`src/load_exec_defs.svh`:
```
// Constants for the fixed-point load execution datapath.
// Included by the package, the checker and the bench; definitions only.
`ifndef LOAD_EXEC_DEFS_SVH
`define LOAD_EXEC_DEFS_SVH
`define OP_COPY_REG      8'h18
`define OP_LOAD_WORD     8'h58
`define OP_LOAD_HALF     8'h48
`define OP_TEST_COPY     8'h12
`define MASK_INIT        32'hFFFFFFF0
`define MASK_STEPS       2'h3
`define CC_ZERO          2'h0
`define CC_MINUS         2'h1
`define CC_PLUS          2'h2
`define ADDR_WORD_BIT    21
`define ADDR_HALF_BIT    22
`endif

```
`src/load_exec_pkg.sv`:
```
// Types for the fixed-point load execution datapath.
// Assumes the defs header sits in the same folder.
`include "load_exec_defs.svh"
package load_exec_pkg;
    typedef enum logic [2:0] {
        st_idle    = 3'b000,
        st_mask    = 3'b001,
        st_select  = 3'b010,
        st_add     = 3'b011,
        st_write   = 3'b100,
        st_end_op  = 3'b101
    } exec_state_type;
endpackage : load_exec_pkg

```
`src/fixed_point_load_execution.sv`:
```
// Execution datapath for fixed-point load operations with 16 general registers.
// Assumes a sequencer pulses start with opcode, fields, operand and address stable,
// and the storage bus holds the fetched doubleword while busy.
// Summary of operation
// [RULE_01] Loads write the second operand to the first register; source stays untouched.
// [RULE_02] Register copy skips specification test, writes first register, then end op.
// [RULE_03] Word load tests specification first; a fault forces end op, no write.
// [RULE_04] Word load takes right word when address bit 21 is one, else left.
// [RULE_05] Halfword load sign-extends sixteen bits to thirty-two before writing.
// [RULE_06] Halfword load tests specification first; a fault forces end op, suppresses.
// [RULE_07] Sign mask built in three shift cycles ending at FFFF0000.
// [RULE_08] Halfword load takes bus bits 0-31 or 32-63 by address bit 21.
// [RULE_09] Address bit 22 picks halfword; one injected at bit 47 if sign zero.
// [RULE_10] Mask plus operand gives word written to register in bits 8-11, then end op.
// [RULE_11] Test-and-copy passes operand through adder, sets zero flag, writes register.
// [RULE_12] Condition code zero if flag set, else one for minus, two for plus.
// [RULE_13] Same register in both fields still evaluates zero and sign.
// [RULE_14] Condition code changes only for test-and-copy.
`timescale 1ns/1ps
module fixed_point_load_execution
    import load_exec_pkg::*;
(
    input  wire logic        clk,
    input  wire logic        reset,
    input  wire logic        start,
    input  wire logic [7:0]  opcode,
    input  wire logic [3:0]  first_register_field,
    input  wire logic [3:0]  second_register_field,
    input  wire logic [31:0] operand_address,
    input  wire logic        spec_check,
    input  wire logic [63:0] storage_data_out_bus,
    output logic             busy,
    output logic             end_op,
    output logic             spec_interrupt,
    output logic [1:0]       condition_code,
    output logic             zero_result,
    output logic [31:0]      adder_output_latch,
    output logic [31:0]      reg_read_data
);
    exec_state_type state;
    exec_state_type next_state;
    logic [7:0]  op;
    logic [7:0]  next_op;
    logic [3:0]  dest;
    logic [3:0]  next_dest;
    logic [31:0] addr;
    logic [31:0] next_addr;
    logic [31:0] operand;
    logic [31:0] next_operand;
    logic [31:0] mask;
    logic [31:0] next_mask;
    logic [1:0]  steps;
    logic [1:0]  next_steps;
    logic [31:0] next_adder_output_latch;
    logic        next_busy;
    logic        next_end_op;
    logic        next_spec_interrupt;
    logic [1:0]  next_condition_code;
    logic        next_zero_result;
    logic [31:0] next_reg_read_data;
    logic [31:0] local_store_registers [0:15];
    logic        wr_en;
    logic [31:0] wr_data;
    logic [31:0] adder_input_a;
    logic [31:0] adder_input_b;
    logic [15:0] half;
    logic [31:0] adder_sum;
    logic [31:0] selected_word;
    logic [31:0] source_word;
    logic        sum_is_zero;
    logic [1:0]  cc_eval;
    logic        op_is_half;
    logic        op_is_test;
    logic        mask_done;

    // Read port for the second operand; also feeds the observation port
    always_comb begin
        source_word = local_store_registers[second_register_field]; // RULE_01
    end

    // Decode of the operation held for the running instruction
    always_comb begin
        op_is_half = 1'b0;
        op_is_test = 1'b0;
        if (op == `OP_LOAD_HALF) begin
            op_is_half = 1'b1;
        end
        if (op == `OP_TEST_COPY) begin
            op_is_test = 1'b1;
        end
    end

    // Mask build finishes after the third shift
    always_comb begin
        mask_done = 1'b0;
        if (steps == `MASK_STEPS) begin
            mask_done = 1'b1; // RULE_07
        end
    end

    // Word of the doubleword picked by address bit 21
    always_comb begin
        if (addr[31 - `ADDR_WORD_BIT]) begin
            selected_word = storage_data_out_bus[31:0]; // RULE_04 RULE_08
        end else begin
            selected_word = storage_data_out_bus[63:32]; // RULE_04 RULE_08
        end
    end

    // Shared parallel adder; inputs chosen by state and operation
    always_comb begin
        half = 16'h0000;
        adder_input_a = 32'h00000000;
        adder_input_b = 32'h00000000;
        if (state == st_add) begin
            if (op_is_half) begin
                if (addr[31 - `ADDR_HALF_BIT]) begin
                    half = operand[15:0]; // RULE_09
                end else begin
                    half = operand[31:16]; // RULE_09
                end
                // Sign zero injects a one at bit 47; its carry clears the mask
                adder_input_a = {15'h0000, ~half[15], half}; // RULE_09
                adder_input_b = mask; // RULE_10
            end else begin
                adder_input_a = operand; // RULE_11
            end
        end
        adder_sum = adder_input_a + adder_input_b; // RULE_05
    end

    // All-zero detect on the adder result
    always_comb begin
        sum_is_zero = 1'b0;
        if (adder_sum == 32'h00000000) begin
            sum_is_zero = 1'b1; // RULE_11 RULE_13
        end
    end

    // Condition code from the zero flag and the operand sign
    always_comb begin
        if (zero_result) begin
            cc_eval = `CC_ZERO; // RULE_12
        end else if (operand[31]) begin
            cc_eval = `CC_MINUS; // RULE_12
        end else begin
            cc_eval = `CC_PLUS; // RULE_12
        end
    end

    always_comb begin
        next_state = state;
        next_op = op;
        next_dest = dest;
        next_addr = addr;
        next_operand = operand;
        next_mask = mask;
        next_steps = steps;
        next_adder_output_latch = adder_output_latch;
        next_busy = busy;
        next_end_op = 1'b0;
        next_spec_interrupt = 1'b0;
        next_condition_code = condition_code;
        next_zero_result = zero_result;
        next_reg_read_data = source_word;
        wr_en = 1'b0;
        wr_data = operand;
        unique case (state)
            st_idle: begin
                if (start) begin
                    next_op = opcode;
                    next_dest = first_register_field;
                    next_addr = operand_address;
                    // Second operand read only; source register written only when both fields name it
                    next_operand = source_word; // RULE_01
                    next_busy = 1'b1;
                    if (opcode == `OP_COPY_REG) begin
                        next_state = st_write; // RULE_02
                    end else if (opcode == `OP_TEST_COPY) begin
                        next_state = st_add;
                    end else if (opcode == `OP_LOAD_WORD || opcode == `OP_LOAD_HALF) begin
                        if (spec_check) begin
                            next_spec_interrupt = 1'b1; // RULE_03
                            next_state = st_end_op; // RULE_06
                        end else if (opcode == `OP_LOAD_HALF) begin
                            next_mask = `MASK_INIT << 4; // RULE_07
                            next_steps = 2'h1;
                            next_state = st_mask;
                        end else begin
                            next_state = st_select;
                        end
                    end else begin
                        next_state = st_end_op;
                    end
                end
            end
            st_mask: begin
                // Mask progresses FFFFFF00, FFFFF000, FFFF0000
                if (mask_done) begin
                    next_state = st_select;
                end else begin
                    next_mask = mask << 4; // RULE_07
                    next_steps = steps + 2'h1;
                end
            end
            st_select: begin
                next_operand = selected_word; // RULE_04 RULE_08
                if (op_is_half) begin
                    next_state = st_add;
                end else begin
                    next_state = st_write;
                end
            end
            st_add: begin
                next_adder_output_latch = adder_sum; // RULE_10 RULE_11
                if (op_is_half) begin
                    next_operand = adder_sum; // RULE_05 RULE_10
                end else begin
                    next_zero_result = sum_is_zero; // RULE_11 RULE_13
                end
                next_state = st_write;
            end
            st_write: begin
                wr_en = 1'b1; // RULE_01 RULE_10
                if (op_is_test) begin
                    // Only test-and-copy touches the condition code
                    next_condition_code = cc_eval; // RULE_12 RULE_14
                end
                next_state = st_end_op;
            end
            st_end_op: begin
                next_end_op = 1'b1;
                next_busy = 1'b0;
                next_state = st_idle;
            end
            default: begin
                next_state = st_idle;
                next_busy = 1'b0;
            end
        endcase
    end

    always_ff @(posedge clk) begin
        if (reset) begin
            state <= st_idle;
            op <= 8'h00;
            dest <= 4'h0;
            addr <= 32'h00000000;
            operand <= 32'h00000000;
            mask <= 32'h00000000;
            steps <= 2'h0;
            adder_output_latch <= 32'h00000000;
            busy <= 1'b0;
            end_op <= 1'b0;
            spec_interrupt <= 1'b0;
            condition_code <= 2'h0;
            zero_result <= 1'b0;
            reg_read_data <= 32'h00000000;
        end else begin
            state <= next_state;
            op <= next_op;
            dest <= next_dest;
            addr <= next_addr;
            operand <= next_operand;
            mask <= next_mask;
            steps <= next_steps;
            adder_output_latch <= next_adder_output_latch;
            busy <= next_busy;
            end_op <= next_end_op;
            spec_interrupt <= next_spec_interrupt;
            condition_code <= next_condition_code;
            zero_result <= next_zero_result;
            reg_read_data <= next_reg_read_data;
        end
    end

    // Register file has no reset; contents start undefined
    always_ff @(posedge clk) begin
        if (wr_en) begin
            local_store_registers[dest] <= wr_data; // RULE_01
        end
    end
endmodule : fixed_point_load_execution

```
`config.mk`:
```
export PLATFORM = sky130hd
export DESIGN_NAME = fixed_point_load_execution
export DESIGN_NICKNAME = d
export VERILOG_FILES = /design/src/load_exec_pkg.sv /design/src/fixed_point_load_execution.sv
export VERILOG_INCLUDE_DIRS = /design/src
export SDC_FILE = /design/constraint.sdc
export NUM_CORES = 1
export LEC_CHECK = 0
export CAP_MARGIN = 20
export CORE_ASPECT_RATIO = 0.6
export CORE_MARGIN = 2
export CORE_UTILIZATION = 25
export CTS_CLUSTER_SIZE = 28
export DETAILED_ROUTE_END_ITERATION = 7
export DONT_BUFFER_PORTS = 1
export GPL_TIMING_DRIVEN = 0
export PLACE_DENSITY_LB_ADDON = 0.25
export SETUP_SLACK_MARGIN = 0.15
export SYNTH_ARGS = -nofsm -noshare
export SYNTH_HDL_FRONTEND = slang
export SYNTH_SLANG_ARGS = --single-unit
```
`constraint.sdc`:
```
create_clock -name clk -period 4.7 [get_ports clk]
set_input_delay 0.705 -clock clk [delete_from_list [all_inputs] [get_ports clk]]
set_output_delay 0.705 -clock clk [all_outputs]
set_load 0.05 [all_outputs]
```
==> reports/qor.csv <==
stage,metric,value,unit
worst_setup_path,crit_path_start,state[2],
die,initial_utilization,0.251,
layout,syn2layout_area_growth,19.2,%
place,dp_hpwl,63800,um
timing,rsz0062_at_grt,true,
timing,fin_ws,88.2,ps
worst_setup_path,rr_endpoint,zero_result,
timing,slew_headroom,0.210,
layout,drive_above_1_share,0.230,
place,gp_congestion,0.948,
drt,first_pass_iters,5,
power_and_ir_drop,powerDensity,410,nW/um2
global_routing,grt_overflow,0,
timing,slew_viol_final,0,
run,maxCapViolCount,0,
worst_setup_path,cp_max_fo,10,
worst_setup_path,critPathKind,reg -> reg,
clocking,h-tree-depth,2,
timing,skew,24.2,ps
die,die_height,255,um
clocking,cts_made_buffers,55,
timing,hold_slack,196,ps
clocking,cts_tree,built,
drt,dr.first_iter.drc_count,1771,
synth,synthArstFlopShare,0,
synth,ys.flop_type,edfxtp_1,
timing,fin_setup_tns,0,ps
synth,ys_ff_latch,639,
die,boundaryPins,186,
synth,netlist.top_cell.by_area,edfxtp_1,
clocking,path_clk_slew,70,ps
synth,ys_types,70,
global_routing,antenna_found_initial,4,
power_and_ir_drop,p_leak,9.84,nW
synth,synth_area,26300,um2
place,io_buffer_count,0,
run_status,status,"finished, final reports clean",
power_and_ir_drop,ir_drop,0.241,mV
synth,synth_area_leaders,"edfxtp_1 58%, mux4_2 14%, dfxtp_1 9.7%",
min_path,hold_depth,2,
synth,synth_edf_count,512,
timing,max_slew.worst_pin.slew,1180,ps
timing,layout_min_cycle_time,4610,ps
die,die-area,108000,um2
worst_setup_path,critPathCaptureType,flip-flop,
global_routing,track_usage,0.159,
global_routing,grt_pass1_vias,15700,
layout,final_util,0.300,
synth,avgSynthCellArea,16.0,um2
place,dp_slack,-1850,ps
timing,hold_viol_final,0,
power_and_ir_drop,finalPower,12.9,mW
worst_setup_path,cp.required,5250,ps
clocking,clock_latency,630,ps
die,die_x,423,um
worst_setup_path,crit_arrival,5160,ps
timing,clock.fmax,0.217,GHz
drt,via_per_inst,4.98,
drt,routed_wl,88500,um
synth,yosys_warnings,0,
drt,vias,16000,
die,rows,92,
worst_setup_path,r2r_start,state[2],
worst_setup_path,rr_worst_depth,19,
synth,synth-seq-area-share,0.681,
layout,finalNetCount,1901,
drt,wl_per_cell,27.5,um
global_routing,grt_pass1_wl,123000,um
clocking,clock-root-buffer,clkbuf_16,
worst_setup_path,start_kind,flip-flop,
worst_setup_path,reg2reg_slack,90,ps
synth,syn_nets,1779,
drt,drc_errors,0,
synth,netlist_instances,1644,
clocking,clock_sinks,639,
drt,drtAntennaViolNets,0,
global_routing,grt_max_degree,24,
worst_setup_path,crit_end,zero_result,
min_path,hp-class,in -> reg,
timing,setup_viol,0,
timing,post-route-period-util,0.981,
clocking,cts_buffer_depth,3,
synth,synth.top_cell.area_share,0.584,
die,coreArea,105000,um2
==> cell usage in the layout (no fill, tap or decap), drive strengths merged, types with 5 or more instances in the layout <==
| cell type | count |
|---|---|
| buf | 92 |
| clkinv | 24 |
| a21oi | 94 |
| and3 | 18 |
| o21bai | 5 |
| mux4 | 160 |
| nor2 | 115 |
| nand3 | 17 |
| o211ai | 14 |
| nand3b | 8 |
| ha | 19 |
| and2 | 5 |
| nand2b | 6 |
| mux2i | 31 |
| nor4 | 5 |
| inv | 10 |
| o221ai | 6 |
| nor3 | 40 |
| nand2 | 120 |
| xnor2 | 13 |
| dfxtp | 127 |
| xor2 | 8 |
| a31oi | 7 |
| a211oi | 48 |
| edfxtp | 512 |
| nor2b | 44 |
| clkinvlp | 5 |
| a311oi | 6 |
| a21o | 9 |
| o21ai | 26 |
| clkbuf | 142 |
==> flip-flops by register name, summed over array words and instances, names as in the netlist, 3 cells and up <==
name,flops
operand,32
reg_read_data,32
op,8
state,3
mask,6
adder_output_latch,32
dest,4
local_store_registers,512
==> synth_stat cells, types with 5 or more instances <==
master	n
a311oi_1	6
nand2b_1	6
nor2b_1	44
mux2i_1	31
o221ai_1	6
nor3_1	39
mux4_2	160
o21ai_0	23
dfxtp_1	127
edfxtp_1	512
o211ai_1	14
and3_1	18
clkbuf_1	84
buf_1	21
xnor2_1	13
inv_1	9
nand2_1	120
a211oi_1	48
nand3b_1	8
o21bai_1	5
a31oi_1	6
a21oi_1	93
a21o_1	9
ha_1	19
xor2_1	8
nor2_1	114
nand3_1	17
==> worst max-delay path, stage by stage (launching register included) <==
cell and delay, ps:
dfxtp_1 300, clkbuf_4 170, and3b_2 300, clkbuf_8 200, clkbuf_4 230, buf_4 210, and3_4 260, ha_2 340
a21o_1 180, o21bai_2 240, a2111o_1 440, a21oi_4 220, o31ai_4 100, a31oi_4 220, buf_4 150, xnor2_2 80
nor2_1 120, nand2_1 90, or4_4 500, o21ai_1 160
==> stage by stage <==
| stage | cell area [um2] | instances |
|---|---|---|
| 3_3_place_gp | 28100 | 3054 |
| 5_1_grt | 31400 | 3215 |
| 3_5_place_dp | 28800 | 3094 |
| 2_1_floorplan | 26300 | 1644 |
| 6_report | 31400 | 3216 |
| 4_1_cts | 31000 | 3201 |
==> where the power goes <==
part           switching (mW)  total, mW  leakage (nW)  internal (mW)
clock network            2.13       4.53         0.830           2.40
logic                   0.849       1.34          3.27          0.487
registers               0.526       7.00          5.74           6.47
==> logic make-up (layout without fill, tap and decap cells) <==
group | Yosys count | in the layout | share of synthesized area
AND/OR/NAND/NOR | 406 | 406 | 0.0743
multiplexers | 195 | 195 | 0.150
AO/OA/AOI/OAI | 248 | 248 | 0.0620
adder cells (fa/ha/maj) | 19 | 19 | 0.00903
buffers and inverters | 116 | 277 | 0.0166
other | 0 | 1 | 0
flip-flops | 639 | 639 | 0.681
XOR/XNOR | 21 | 21 | 0.00699
==> per-layer routing <==
metal  global-route usage  part of all wire
met2                0.224              0.42
met5                    0           0.00041
met4               0.0349             0.021
met3               0.0548              0.10
met1                0.235              0.45
==> worst min path at each step <==
| stage | to | slack, ps | start |
|---|---|---|---|
| 2_1_floorplan | op[1] | 450 | op[1] |
| 3_3_place_gp | steps[0] | 460 | steps[0] |
| 3_5_place_dp | op[2] | 470 | op[2] |
| 4_1_cts | op[7] | 170 | opcode[7] |
| 5_1_grt | op[7] | 180 | opcode[7] |
| 6_report | op[7] | 200 | opcode[7] |
==> timing repair <==
| action | 4_1_cts | 5_1_grt |
|---|---|---|
| setup buffers | 11 | 9 |
| pin swaps | 20 | 33 |
| gates resized for setup | 92 | 53 |
| hold buffers | 0 | 0 |
| endpoints found under the setup margin | 39 | 12 |
==> area by class of cell <==
type	instances	area (um2)
fill	10400	73400
timing repair buffer	65	843
clock buffer	62	1420
multi-input combinational	889	8570
antenna	1	2.50
buffer	107	524
inverter	9	33.8
sequential	639	17900
clock inverter	34	297
tap	1410	1760
Power figures use the tool's default switching activity.
